<file path="config.mk">
export PLATFORM = sky130hd
export DESIGN_NAME = code_memory_rom_loader
export DESIGN_NICKNAME = d
export VERILOG_FILES = /design/src/inc/loader_pkg.sv /design/src/verilog/beat_buffer.sv /design/src/verilog/code_memory_rom_loader.sv
export VERILOG_INCLUDE_DIRS = /design/src /design/src/inc
export SDC_FILE = /design/constraint.sdc
export NUM_CORES = 1
export LEC_CHECK = 0
export BUFFER_PORTS_ARGS = -buffer_cell sky130_fd_sc_hd__buf_2
export CAP_MARGIN = 5
export CORE_ASPECT_RATIO = 0.75
export CORE_UTILIZATION = 50
export DETAILED_ROUTE_END_ITERATION = 8
export PLACE_DENSITY = 0.72
export SYNTH_ARGS = -nofsm -noshare
export SYNTH_HDL_FRONTEND = slang
export SYNTH_SLANG_ARGS = --single-unit
</file>
<file path="constraint.sdc">
create_clock -name CORE_CLK_I -period 6.24 [get_ports CORE_CLK_I]
set_input_delay 1.248 -clock CORE_CLK_I [delete_from_list [all_inputs] [get_ports CORE_CLK_I]]
set_output_delay 1.248 -clock CORE_CLK_I [all_outputs]
set_load 0.01 [all_outputs]
</file>
<file path="src/inc/loader_regs.svh">
// Constants for the code-memory loader: widths and sizes.
// Assumes inclusion by bare name from the package and modules.
`ifndef LOADER_REGS_SVH
`define LOADER_REGS_SVH
`define LOADER_WORD_WIDTH   32
`define LOADER_ADDR_WIDTH   12
`define LOADER_CODE_DEPTH   4096
`define LOADER_ADDR_RESET   12'h000
`define LOADER_BUF_DEPTH    2
`endif

</file>
<file path="src/inc/loader_pkg.sv">
// Types shared by the loader and its buffer.
// Assumes loader_regs.svh is on the include path.
`include "loader_regs.svh"
package loader_pkg;
  typedef logic [`LOADER_WORD_WIDTH-1:0] word_t;
  typedef logic [`LOADER_ADDR_WIDTH-1:0] addr_t;
  // A fetched word paired with the code-memory address it belongs to
  typedef struct packed {
    addr_t addr;
    word_t data;
  } code_beat_s;
  typedef enum logic [1:0] {
    ST_IDLE = 2'b00,
    ST_LOAD = 2'b01,
    ST_DRAIN = 2'b11,
    ST_DONE = 2'b10
  } load_state_e;
endpackage : loader_pkg

</file>
<file path="src/verilog/beat_buffer.sv">
// Two-entry valid/ready buffer for address/word beats.
// Assumes a single clock and synchronous active-low reset.
`timescale 1ns/1ps
`default_nettype none
`include "loader_regs.svh"
module beat_buffer
  import loader_pkg::*;
#(
  parameter int DEPTH = `LOADER_BUF_DEPTH
) (
  input  wire logic       clk_i,
  input  wire logic       rst_b_i,
  input  wire logic       in_valid_i,
  output logic            in_ready_o,
  input  wire code_beat_s in_beat_i,
  output logic            out_valid_o,
  input  wire logic       out_ready_i,
  output code_beat_s      out_beat_o
);
  localparam int PW = (DEPTH > 1) ? $clog2(DEPTH) : 1;
  code_beat_s    mem [DEPTH];
  logic [PW-1:0] wr_ptr;
  logic [PW-1:0] rd_ptr;
  logic [PW:0]   count;
  wire           push = in_valid_i && in_ready_o;
  wire           pop  = out_valid_o && out_ready_i;

  function automatic logic [PW-1:0] bump(input logic [PW-1:0] p);
    bump = (p == PW'(DEPTH - 1)) ? '0 : p + PW'(1);
  endfunction : bump

  assign in_ready_o  = (count != (PW+1)'(DEPTH));
  assign out_valid_o = (count != '0);
  assign out_beat_o  = mem[rd_ptr];

  always_ff @(posedge clk_i) begin
    if (!rst_b_i) begin
      wr_ptr <= '0;
      rd_ptr <= '0;
      count  <= '0;
    end else begin
      if (push) wr_ptr <= bump(wr_ptr);
      if (pop) rd_ptr <= bump(rd_ptr);
      count <= count + (PW+1)'(push) - (PW+1)'(pop);
    end
  end

  always_ff @(posedge clk_i) begin
    if (push) mem[wr_ptr] <= in_beat_i;
  end
endmodule : beat_buffer
`default_nettype wire

</file>
<file path="src/verilog/code_memory_rom_loader.sv">
// Loader that fills the sequencer code memory from an external ROM.
// Assumes the ROM and user logic run on the loader clock; strobes arrive
// from pins and are synchronised here.
`timescale 1ns/1ps
`default_nettype none
`include "loader_regs.svh"
module code_memory_rom_loader
  import loader_pkg::*;
#(
  parameter int CODE_DEPTH = `LOADER_CODE_DEPTH
) (
  input  wire logic  CORE_CLK_I,
  input  wire logic  RST_B_I,
  input  wire logic  LOADER_LOAD_ACTIVE_I,
  input  wire logic  LOADER_WORD_READY_I,
  input  wire word_t LOADER_ROM_WORD_IN_I,
  output logic       LOADER_LOAD_BUSY_O,
  output logic       LOADER_ROM_READ_ENABLE_O,
  output addr_t      LOADER_ROM_ADDR_O,
  output logic       CODE_WR_EN_O,
  output addr_t      CODE_WR_ADDR_O,
  output word_t      CODE_WR_DATA_O,
  input  wire logic  CODE_WR_READY_I
);
  // ----------------------------------------------------------------
  // Pin synchronisers
  // ----------------------------------------------------------------
  logic [2:0] active_sync;
  logic [2:0] ready_sync;
  logic       active_lvl;
  logic       ready_lvl;
  word_t      word_q1;
  word_t      word_q2;

  // A change counts only once the last two stages agree, so a single
  // unsettled sample can never start a load or count a word
  wire active_agree = (active_sync[1] == active_sync[2]);
  wire ready_agree  = (ready_sync[1] == ready_sync[2]);

  always_ff @(posedge CORE_CLK_I) begin
    if (!RST_B_I) begin
      active_sync <= 3'h0;
      active_lvl  <= 1'b0;
    end else begin
      active_sync <= {active_sync[1:0], LOADER_LOAD_ACTIVE_I};
      if (active_agree) active_lvl <= active_sync[2];
    end
  end

  always_ff @(posedge CORE_CLK_I) begin
    if (!RST_B_I) begin
      ready_sync <= 3'h0;
      ready_lvl  <= 1'b0;
    end else begin
      ready_sync <= {ready_sync[1:0], LOADER_WORD_READY_I};
      if (ready_agree) ready_lvl <= ready_sync[2];
    end
  end

  // Data follows the strobe delay so it is stable when ready is seen
  always_ff @(posedge CORE_CLK_I) begin
    word_q1 <= LOADER_ROM_WORD_IN_I;
    word_q2 <= word_q1;
  end

  // ----------------------------------------------------------------
  // Address arithmetic
  // ----------------------------------------------------------------
  // One step of the word address, shared by the counter and the pin
  // register so the two step alike; the pin resets from next_state and the counter from state, so they differ for a cycle around idle
  function automatic addr_t step_addr(input addr_t a);
    step_addr = a + addr_t'(1);
  endfunction : step_addr

  // ----------------------------------------------------------------
  // Load sequencer
  // ----------------------------------------------------------------
  load_state_e state;
  load_state_e next_state;
  logic        ready_prev;
  addr_t       rom_addr;
  logic        last_taken;
  logic        buf_in_ready;
  logic        buf_out_valid;
  code_beat_s  buf_out;
  code_beat_s  beat_in;

  wire  last_addr  = (rom_addr == addr_t'(CODE_DEPTH - 1));
  // Word-ready rising edge while loading and buffer has room. An edge that
  // finds the buffer full is ignored and the address holds, so the host
  // fetches and offers the same word again.
  wire  ready_rise = ready_lvl && !ready_prev;
  wire  take_word  = (state == ST_LOAD) && ready_rise && buf_in_ready;
  wire  fill_done  = (state == ST_DRAIN) && !buf_out_valid;

  assign beat_in.addr = rom_addr;
  assign beat_in.data = word_q2;

  always_comb begin
    next_state = state;
    case (state)
      ST_IDLE: begin
        if (active_lvl) next_state = ST_LOAD;
      end
      ST_LOAD: begin
        if (take_word && last_addr) next_state = ST_DRAIN;
      end
      ST_DRAIN: begin
        if (fill_done) next_state = ST_DONE;
      end
      ST_DONE: begin
        // Rearm only after the host drops the load request
        if (!active_lvl) next_state = ST_IDLE;
      end
      default: next_state = ST_IDLE;
    endcase
  end

  // Counter value for the next cycle; idle parks it at the first word
  wire addr_t next_rom_addr = (state == ST_IDLE) ? `LOADER_ADDR_RESET
                              : (take_word && !last_addr) ? step_addr(rom_addr)
                              : rom_addr;

  always_ff @(posedge CORE_CLK_I) begin
    if (!RST_B_I) begin
      state <= ST_IDLE;
    end else begin
      state <= next_state;
    end
  end

  always_ff @(posedge CORE_CLK_I) begin
    if (!RST_B_I) begin
      ready_prev <= 1'b0;
      last_taken <= 1'b0;
    end else begin
      ready_prev <= ready_lvl;
      last_taken <= take_word && last_addr;
    end
  end

  always_ff @(posedge CORE_CLK_I) begin
    if (!RST_B_I) begin
      rom_addr <= `LOADER_ADDR_RESET;
    end else begin
      rom_addr <= next_rom_addr;
    end
  end

  // ----------------------------------------------------------------
  // Outputs
  // ----------------------------------------------------------------
  // Busy is raised from load start and held until the last word lands,
  // so the PHY soft reset can be gated on it safely.
  wire        next_busy    = (next_state == ST_LOAD) || (next_state == ST_DRAIN);
  wire        next_rden    = (next_state == ST_LOAD) && !last_taken;
  // The pin returns to zero as soon as the session closes, but a load that
  // starts after a single idle cycle first drives the counter's stale last address
  wire addr_t next_rom_pin = (next_state == ST_IDLE) ? `LOADER_ADDR_RESET
                             : (take_word && !last_addr) ? step_addr(rom_addr)
                             : rom_addr;

  always_ff @(posedge CORE_CLK_I) begin
    if (!RST_B_I) begin
      LOADER_LOAD_BUSY_O <= 1'b0;
    end else begin
      LOADER_LOAD_BUSY_O <= next_busy;
    end
  end

  always_ff @(posedge CORE_CLK_I) begin
    if (!RST_B_I) begin
      LOADER_ROM_READ_ENABLE_O <= 1'b0;
    end else begin
      LOADER_ROM_READ_ENABLE_O <= next_rden;
    end
  end

  always_ff @(posedge CORE_CLK_I) begin
    if (!RST_B_I) begin
      LOADER_ROM_ADDR_O <= `LOADER_ADDR_RESET;
    end else begin
      LOADER_ROM_ADDR_O <= next_rom_pin;
    end
  end

  // ----------------------------------------------------------------
  // Code-memory write path
  // ----------------------------------------------------------------
  // The buffer absorbs a stall by the code memory; the loader clock is
  // also the memory write clock, so no crossing is needed.
  beat_buffer #(
    .DEPTH(`LOADER_BUF_DEPTH)
  ) u_buf (
    .clk_i      (CORE_CLK_I),
    .rst_b_i    (RST_B_I),
    .in_valid_i (take_word),
    .in_ready_o (buf_in_ready),
    .in_beat_i  (beat_in),
    .out_valid_o(buf_out_valid),
    .out_ready_i(CODE_WR_READY_I),
    .out_beat_o (buf_out)
  );

  // Write strobe stays combinational so a write lands in the same cycle
  // the memory signals ready; address and data come from buffer flops
  wire  code_accept = buf_out_valid && CODE_WR_READY_I;

  assign CODE_WR_EN_O   = code_accept;
  assign CODE_WR_ADDR_O = buf_out.addr;
  assign CODE_WR_DATA_O = buf_out.data;
endmodule : code_memory_rom_loader
`default_nettype wire

</file>
==> flow_metrics.env, run 1 <==
export IMPL_dpl_instance_area_um2=6790
export IMPL_path_clk_slew_ns=0.07
export IMPL_via_per_inst=5.03
export IMPL_dieArea_um2=12700
export IMPL_cts_made_buffers=17
export IMPL_min_delay_start="word_q1[18]"
export IMPL_stdcell_area_um2=7370
export IMPL_io_pin_count=96
export IMPL_status="finished, final reports clean"
export IMPL_die_h_um=97.9
export IMPL_synthDistinctLibCells=44
export IMPL_initial_utilization_pct=52.0
export IMPL_final_antenna_net_count=0
export IMPL_dieWidth_um=130
export IMPL_hold_class="flip-flop to flip-flop"
export IMPL_setup_viol=0
export IMPL_overflow=0
export IMPL_drive_gt1_share_pct=36.6
export IMPL_clk_path_buf_depth=2
export IMPL_max_cap_viol_count=0
export IMPL_fmax_mhz=297
export IMPL_synth_edf_count=88
export IMPL_slew_headroom_pct=14.4
export IMPL_netlist_area_um2=6130
export IMPL_wl_um=10500
export IMPL_yosysMostFrequentCell="dfxtp_1"
export IMPL_area_growth_pct=20.3
export IMPL_cp_max_fo=44
export IMPL_rr_worst_depth=4
export IMPL_setup_tns_ns=0
export IMPL_critPathLaunchType="flip-flop"
export IMPL_place_port_buffers=95
export IMPL_tightest_slew_ns=1.27
export IMPL_grt_usage_pct=17.8
export IMPL_synth_area_per_cell_um2=16.3
export IMPL_seq_area_frac_synth_pct=78.1
export IMPL_dp_hpwl_um=6550
export IMPL_fin_crit_sh_pct=54.0
export IMPL_r2r_end="u_buf.mem[0][29]"
export IMPL_antenna_found_initial=0
export IMPL_crit_slowest_cell="dfxtp_2"
export IMPL_coreArea_um2=11800
export IMPL_leakage_nw=2.78
export IMPL_worstPathRequired_ns=4.99
export IMPL_rows=34
export IMPL_max_vdd_ir_drop_mv=0.185
export IMPL_fin_crit_ns=3.37
export IMPL_drc=0
export IMPL_fin_skew_ns=0.0166
export IMPL_grt_pass1_wl_um=16700
export IMPL_place_gp_congestion=0.851
export IMPL_dr_total_vias=3305
export IMPL_crit_type="flip-flop to output pin"
export IMPL_ys_flop_type="dfxtp_1"
export IMPL_root_buffer="clkbuf_16"
export IMPL_drt_iter0_drc=226
export IMPL_fillers=891
export IMPL_ys_ff_latch=195
export IMPL_synth_top_area_cell="edfxtp_1"
export IMPL_cts_sinks=195
export IMPL_grt_setup_unrepaired="false"
export IMPL_path_cells="mux2_2 -> buf_2"
export IMPL_insertedDiodeCount=0
export IMPL_grt_max_degree=45
export IMPL_timing_rr_start="state[0]"
export IMPL_ctsResizeCount=0
export IMPL_synth_common_cells="dfxtp_1 (107), edfxtp_1 (88), mux2_2 (44), and2_1 (15), nand2_1 (12)"
export IMPL_htreeDepth=4
export IMPL_firstDrtPassIters=4
export IMPL_synth_fp_nets=416
export IMPL_yosys_warnings=0
export IMPL_rrSetupSlack_ns=3.64
export IMPL_clk_latency_ns=0.42
export IMPL_cpPeakStageDelay_ns=1.07
export IMPL_hold_buffers=0
export IMPL_synthArstFlopShare_pct=0
export IMPL_critical_path_arrival_ns=2.12
export IMPL_hold_path_end="word_q2[18]"
export IMPL_synth_top_area_share_pct=43.1
export IMPL_synth_top_cells_by_area="edfxtp_1 (43%), dfxtp_1 (35%), mux2_2 (8.1%)"
export IMPL_fin_nets=522
export IMPL_min_path_cells=0
export IMPL_cts_setup_buffers=0
export IMPL_grt_pass1_vias=3279
export IMPL_wl_per_cell_um=16.0
export IMPL_cts_tree="built"
export IMPL_synthCells=376
export IMPL_crit_path_end_kind="output pin"
export IMPL_p_per_area_nw_per_um2=348
export IMPL_drv_slew=0
export IMPL_timing_final_hold_violations=0
## cell families after synthesis
| family | count (synthesis) | synth area share [%] |
|---|---|---|
| AND/OR/NAND/NOR | 78 | 7.45 |
| buffers and inverters | 14 | 0.939 |
| flip-flops | 195 | 78.1 |
| XOR/XNOR | 3 | 0.429 |
| multiplexers | 47 | 8.58 |
| adder cells (fa/ha/maj) | 3 | 0.613 |
| AO/OA/AOI/OAI | 36 | 3.90 |
## worst max path at each step
stage,from,end,depth (start not counted)
finish,flip-flop,CODE_WR_ADDR_O[11],2
global route,flip-flop,CODE_WR_ADDR_O[11],2
CTS,flip-flop,CODE_WR_ADDR_O[11],2
detailed placement,flip-flop,CODE_WR_ADDR_O[11],2
global placement,flip-flop,CODE_WR_ADDR_O[11],2
floorplan,state[0],u_buf.mem[0][0],4
## metrics by stage
step           utilization, %  total power [mW]  setup slack (ns)  hold slack, ns  std cells
2_1_floorplan               -              1.49              2.99           0.310        376
3_3_place_gp             57.6              1.54              3.32           0.310        625
3_5_place_dp             57.6              1.54              3.28           0.312        625
4_1_cts                  62.6              2.59              2.81           0.328        657
5_1_grt                  62.6              2.65              2.74           0.334        657
6_report                 62.6              2.57              2.87           0.328        657
## metal layers
metal  vias up  part of all wire [%]  global-route usage [%]  wire [um]
met1      1572                    46                    23.2       4840
met2       119                    47                    28.4       4990
li1       1601                     -                       -          -
met4         0                  0.97                    6.26        102
met3        13                   5.5                    5.26        575
met5         -                     0                       0          0
## where the power goes
group          leakage (nW)  total (mW)  switching [mW]  internal, mW
registers              1.68        1.39          0.0310          1.36
clock network         0.276        1.06           0.481         0.574
logic                 0.828       0.122          0.0495        0.0728
## placed cells by master, fill, tap and decap left out, types with 3 or more instances in the layout
master      count
a21boi_0        3
a21oi_1         6
and2_1         15
and3_1          3
and4_1          3
buf_2          95
clkbuf_16      17
clkinvlp_4      4
dfxtp_1       106
edfxtp_1       88
ha_1            3
inv_1           3
inv_6           3
inv_8           3
mux2_2         44
mux2i_1         3
nand2_1        12
nand3_1         5
nand4_1         4
nor2_1         10
nor2b_1         4
nor3_1          5
nor4_1          3
o211ai_1        4
o21a_1          3
o21ai_0        10
or3_1           3
xnor2_1         3
## state kept, by name, summed over array words and instances (netlist names), named ones only
signal                    count
state                         2
LOADER_ROM_ADDR_O            12
active_lvl                    1
word_q1                      32
ready_lvl                     1
word_q2                      32
u_buf.wr_ptr                  1
u_buf.mem                    88
LOADER_ROM_READ_ENABLE_O      1
ready_prev                    1
active_sync                   3
u_buf.rd_ptr                  1
u_buf.count                   2
ready_sync                    3
LOADER_LOAD_BUSY_O            1
last_taken                    1
rom_addr                     12
## cell type report
cell class                 instances  area (um2)  share of cell area (%)
clock inverter                    14         145                    1.97
sequential                       195        4790                    64.9
clock buffer                      18         439                    5.96
timing repair buffer              97         490                    6.65
multi-input combinational        167        1290                    17.5
inverter                           4        15.0                   0.204
tap                              162         203                    2.75
## worst max-delay path: cells and delay by family (launching register included)
family / cells / cell delay, ns
mux: 1 / 0.45
flops: 1 / 1.07
buf+inv: 1 / 0.14
Note: power is estimated with default switching activity, not from simulation.
==> run 2, diff against run 1 <==
--- a/config.mk
+++ b/config.mk
@@ -11,7 +11,7 @@
 export CORE_ASPECT_RATIO = 0.75
 export CORE_UTILIZATION = 50
 export DETAILED_ROUTE_END_ITERATION = 8
-export PLACE_DENSITY = 0.72
+export PLACE_DENSITY = 0.75
 export SYNTH_ARGS = -nofsm -noshare
 export SYNTH_HDL_FRONTEND = slang
 export SYNTH_SLANG_ARGS = --single-unit
==> constraint.sdc (replaced) <==
create_clock -name CORE_CLK_I -period 2.9 [get_ports CORE_CLK_I]
set_input_delay 0.58 -clock CORE_CLK_I [delete_from_list [all_inputs] [get_ports CORE_CLK_I]]
set_output_delay 0.58 -clock CORE_CLK_I [all_outputs]
set_load 0.01 [all_outputs]
==> run 2 against run 1 <==
Clock skew shrank 0.0097 ns. Cell area increased by 1.1%. Critical endpoint is now CODE_WR_DATA_O[2]. Critical path type unchanged. Non-clock buffer count up 5. Cell count increased by 0.76%. Via count is 1.8% higher. Global-route usage fell by 0.61 points. Largest cell class unchanged. Combinational power up 140%. Hold slack got worse by 0.078 ns. Register-to-register slack worse by 2.8 ns. Utilization is 0.66 points higher.
==> flow_metrics.env, run 2 (synthesis results as in run 1) <==
export IMPL_status="finished, final reports clean"
export IMPL_htreeDepth=4
export IMPL_insertedDiodeCount=0
export IMPL_rows=34
export IMPL_cts_setup_buffers=0
export IMPL_cts_tree="built"
export IMPL_fmax_mhz=407
export IMPL_slew_headroom_pct=49.7
export IMPL_hold_class="primary input to flip-flop"
export IMPL_cts_sinks=195
export IMPL_grt_pass1_vias=3219
export IMPL_fin_nets=527
export IMPL_drt_iter0_drc=230
export IMPL_wl_um=10200
export IMPL_firstDrtPassIters=4
export IMPL_fin_crit_ns=2.45
export IMPL_final_antenna_net_count=0
export IMPL_drc=0
export IMPL_drv_slew=0
export IMPL_cts_made_buffers=17
export IMPL_rrSetupSlack_ns=0.85
export IMPL_io_pin_count=96
export IMPL_crit_type="flip-flop to output pin"
export IMPL_initial_utilization_pct=52.0
export IMPL_critPathLaunchType="flip-flop"
export IMPL_timing_rr_start="state[1]"
export IMPL_layout_common_cells="dfxtp_1 (106), buf_2 (95), edfxtp_1 (88), mux2_2 (44), clkbuf_16 (17)"
export IMPL_crit_end="CODE_WR_DATA_O[2]"
export IMPL_clk_path_buf_depth=2
export IMPL_mostFrequentLayoutCell="dfxtp_1"
export IMPL_critical_path_arrival_ns=1.87
export IMPL_grt_setup_unrepaired="false"
export IMPL_largest_register="u_buf.mem"
export IMPL_p_per_area_nw_per_um2=752
export IMPL_coreArea_um2=11800
export IMPL_antenna_found_initial=0
export IMPL_hold_buffers=0
export IMPL_overflow=0
export IMPL_setup_tns_ns=0
export IMPL_grt_pass1_wl_um=16000
export IMPL_total_power_mw=5.60
export IMPL_leakage_nw=2.83
export IMPL_area_growth_pct=21.6
export IMPL_path_clk_slew_ns=0.07
export IMPL_cp_num_buf_inv=2
export IMPL_setup_viol=0
export IMPL_dieArea_um2=12700
export IMPL_max_vdd_ir_drop_mv=0.516
export IMPL_worstPathRequired_ns=2.32
export IMPL_path_cells="buf_12 -> mux2_2 -> buf_2"
export IMPL_grt_max_degree=26
export IMPL_timing_final_hold_violations=0
export IMPL_r2r_end="LOADER_ROM_READ_ENABLE_O"
export IMPL_cp_max_fo=25
export IMPL_critPathTopFamily="flip-flops"
export IMPL_clk_latency_ns=0.42
export IMPL_max_cap_viol_count=0
export IMPL_die_h_um=97.9
export IMPL_tightest_slew_ns=0.750
export IMPL_place_gp_congestion=0.864
export IMPL_dp_hpwl_um=6560
export IMPL_crit_cells=3
export IMPL_wl_per_cell_um=15.5
export IMPL_dr_total_vias=3364
export IMPL_via_per_inst=5.08
export IMPL_rr_worst_depth=4
export IMPL_dieWidth_um=130
export IMPL_cpPeakStageDelay_ns=0.66
export IMPL_fin_skew_ns=0.00690
export IMPL_reg_top3="u_buf.mem: 88 flops, word_q1: 32 flops, word_q2: 32 flops"
export IMPL_fin_crit_sh_pct=84.6
export IMPL_ctsResizeCount=0
export IMPL_place_port_buffers=95
export IMPL_crit_path_end_kind="output pin"
export IMPL_grt_usage_pct=17.2
export IMPL_crit_slowest_cell="dfxtp_2"
export IMPL_drive_gt1_share_pct=37.2
export IMPL_largest_register_ffs=88
export IMPL_root_buffer="clkbuf_16"
run 2: power breakdown:
group | internal [mW] | leakage, nW | total [mW] | switching [mW]
logic | 0.163 | 0.861 | 0.291 | 0.128
clock network | 1.30 | 0.293 | 2.34 | 1.04
registers | 2.92 | 1.68 | 2.96 | 0.0431
total | 4.39 | 2.83 | 5.60 | 1.21
run 2: worst min-delay path by stage:
stage,from,endpoint,slack (ns),cells after the start
floorplan,word_q1[0],word_q2[0],0.31,0
global placement,word_q1[13],word_q2[13],0.31,0
detailed placement,word_q1[13],word_q2[13],0.31,0
CTS,LOADER_ROM_WORD_IN_I[18],word_q1[18],0.24,1
global route,LOADER_ROM_WORD_IN_I[23],word_q1[23],0.23,1
finish,LOADER_ROM_WORD_IN_I[18],word_q1[18],0.25,1
run 2: per-layer routing:
metal	up-vias	global-route usage (%)	wire, um
li1	1619	-	-
met1	1622	20.9	4460
met2	110	28.0	5010
met3	13	5.97	635
met4	0	7.07	141
met5	-	0	0
run 2: metrics by stage:
step / area, um2 / instances / utilization (%) / hold slack (ns) / setup WS, ns
2_1_floorplan: 6130 / 376 / - / 0.310 / 0.402
3_3_place_gp: 6850 / 630 / 58.1 / 0.310 / 0.888
3_5_place_dp: 6850 / 630 / 58.1 / 0.312 / 0.859
4_1_cts: 7450 / 662 / 63.2 / 0.235 / 0.404
5_1_grt: 7450 / 662 / 63.2 / 0.229 / 0.329
6_report: 7450 / 662 / 63.2 / 0.250 / 0.445
run 2: cell type report:
class | count | area, um2
Multi-Input combinational cell | 167 | 1290
Clock buffer | 18 | 429
Inverter | 4 | 15.0
Sequential cell | 195 | 4790
Clock inverter | 14 | 170
Fill cell | 872 | 4330
Timing Repair Buffer | 102 | 553
Tap cell | 162 | 203
==> run 3, diff against run 2 <==
--- a/config.mk
+++ b/config.mk
@@ -11,7 +11,7 @@
 export CORE_ASPECT_RATIO = 0.75
 export CORE_UTILIZATION = 50
 export DETAILED_ROUTE_END_ITERATION = 8
-export PLACE_DENSITY = 0.75
+export PLACE_DENSITY = 0.72
 export SYNTH_ARGS = -nofsm -noshare
 export SYNTH_HDL_FRONTEND = slang
 export SYNTH_SLANG_ARGS = --single-unit
==> constraint.sdc (replaced) <==
create_clock -name CORE_CLK_I -period 2.5 [get_ports CORE_CLK_I]
set_input_delay 0.5 -clock CORE_CLK_I [delete_from_list [all_inputs] [get_ports CORE_CLK_I]]
set_output_delay 0.5 -clock CORE_CLK_I [all_outputs]
set_load 0.01 [all_outputs]
==> run 3 against run 2 <==
Die area unchanged. First-iteration DRC count down 13%. Sequential share of layout area is 0.35 points lower. Non-clock buffer count decreased by 2. Sequential power increased by 16%. Cell area grew 0.55%. Utilization grew 0.35 points. Clock power up 22%. Cell count fell by 0.45%. Total power rose by 19%. Routed wire length about the same.
==> flow_metrics.env, run 3 (synthesis results as in run 1) <==
export IMPL_status="finished, final reports clean"
export IMPL_crit_path_end_kind="output pin"
export IMPL_overflow=0
export IMPL_cts_tree="built"
export IMPL_final_antenna_net_count=0
export IMPL_leakage_nw=2.84
export IMPL_grt_max_degree=45
export IMPL_total_power_mw=6.64
export IMPL_io_pin_count=96
export IMPL_timing_final_hold_violations=0
export IMPL_setup_tns_ns=0
export IMPL_finish_utilization_pct=63.6
export IMPL_dieArea_um2=12700
export IMPL_die_h_um=97.9
export IMPL_max_cap_viol_count=0
export IMPL_htreeDepth=4
export IMPL_hold_class="primary input to flip-flop"
export IMPL_drc=0
export IMPL_critPathLaunchType="flip-flop"
export IMPL_fin_crit_ns=2.06
export IMPL_dr_total_vias=3341
export IMPL_wl_um=10300
export IMPL_reg_top3="u_buf.mem: 88 flops, word_q1: 32 flops, word_q2: 32 flops"
export IMPL_fin_crit_sh_pct=82.6
export IMPL_grt_usage_pct=16.8
export IMPL_wl_met1_um=4680
export IMPL_wl_met3_um=795
export IMPL_via_per_inst=5.07
export IMPL_firstDrtPassIters=5
export IMPL_pre_cts_ws_ns=0.480
export IMPL_initial_utilization_pct=52.0
export IMPL_place_gp_congestion=0.918
export IMPL_drv_slew=0
export IMPL_fin_nets=525
export IMPL_antenna_found_initial=0
export IMPL_dpl_instance_area_um2=6850
export IMPL_met2_length_um=4740
export IMPL_dp_hpwl_um=6600
export IMPL_grt_pass1_vias=3174
export IMPL_hold_buffers=0
export IMPL_setup_viol=0
export IMPL_layout_setup_ws_ns=0.435
export IMPL_p_per_area_nw_per_um2=886
export IMPL_layout_common_cells="dfxtp_1 (106), buf_2 (95), edfxtp_1 (88), mux2_2 (44), clkbuf_16 (19)"
export IMPL_place_port_buffers=95
export IMPL_crit_type="flip-flop to output pin"
export IMPL_drive_gt1_share_pct=36.6
export IMPL_cp_max_fo=44
export IMPL_fin_skew_ns=0.00996
export IMPL_grt_setup_unrepaired="false"
export IMPL_path_clk_slew_ns=0.06
export IMPL_clk_path_buf_depth=2
export IMPL_tightest_slew_ns=0.761
export IMPL_worstPathRequired_ns=2.00
export IMPL_cts_made_buffers=17
export IMPL_slew_headroom_pct=49.0
export IMPL_critical_path_arrival_ns=1.56
export IMPL_dieWidth_um=130
export IMPL_clk_latency_ns=0.42
export IMPL_area_growth_pct=22.3
export IMPL_grt_pass1_wl_um=15600
export IMPL_wl_per_cell_um=15.6
export IMPL_cts_setup_buffers=0
export IMPL_rows=34
export IMPL_ctsResizeCount=0
export IMPL_stdcell_area_um2=7490
export IMPL_max_vdd_ir_drop_mv=0.512
export IMPL_coreArea_um2=11800
export IMPL_fmax_mhz=484
export IMPL_largest_register="u_buf.mem"
export IMPL_largest_register_ffs=88
export IMPL_insertedDiodeCount=0
export IMPL_drt_iter0_drc=199
export IMPL_cts_sinks=195
export IMPL_root_buffer="clkbuf_16"
export IMPL_top_layer="met4"
export IMPL_mostFrequentLayoutCell="dfxtp_1"
## run 3: cell types whose count changed in the layout (fill, tap and decap cells not counted), moves of 2 or more
cell / previous run / this run
clkinv_4: 4 / 1
clkbuf_16: 17 / 19
clkbuf_8: 0 / 2
inv_8: 4 / 0
buf_4: 5 / 2
## run 3: critical path: stages, from the launching register on
cell	delay, ns
dfxtp_2	0.34
buf_12	0.25
mux2_2	0.40
buf_2	0.15
## run 3: stage by stage
step                hold slack (ns)  cells
finish                        0.183    659
global route                  0.147    659
CTS                           0.156    659
detailed placement            0.312    628
global placement              0.311    628
floorplan                     0.310    376
## run 3: report_power, final
group,leakage [nW],internal [mW],switching (mW)
registers,1.68,3.39,0.0300
logic,0.853,0.190,0.178
clock network,0.312,1.75,1.10
## run 3: path summary, 6_finish.rpt
path	to	slack, ns	cells after the start	startpoint
setup / recovery	CODE_WR_ADDR_O[5]	0.44	3	flip-flop
setup reg to reg	u_buf.count[1]	0.44	7	state[1]
hold reg to reg	word_q2[18]	0.33	0	word_q1[18]
hold / removal	word_q1[7]	0.18	1	LOADER_ROM_WORD_IN_I[7]
## run 3: layout make-up
type / instances / area, um2
clock buffer: 22 / 507
clock inverter: 9 / 136
fill: 878 / 4290
inverter: 4 / 15.0
multi-input combinational: 167 / 1290
sequential: 195 / 4790
tap: 162 / 203
timing repair buffer: 100 / 551
## run 3: per-layer routing
metal,track usage (%),vias up
met3,6.79,5
li1,-,1608
met2,25.5,112
met5,0,-
met4,5.72,0
met1,22.0,1616
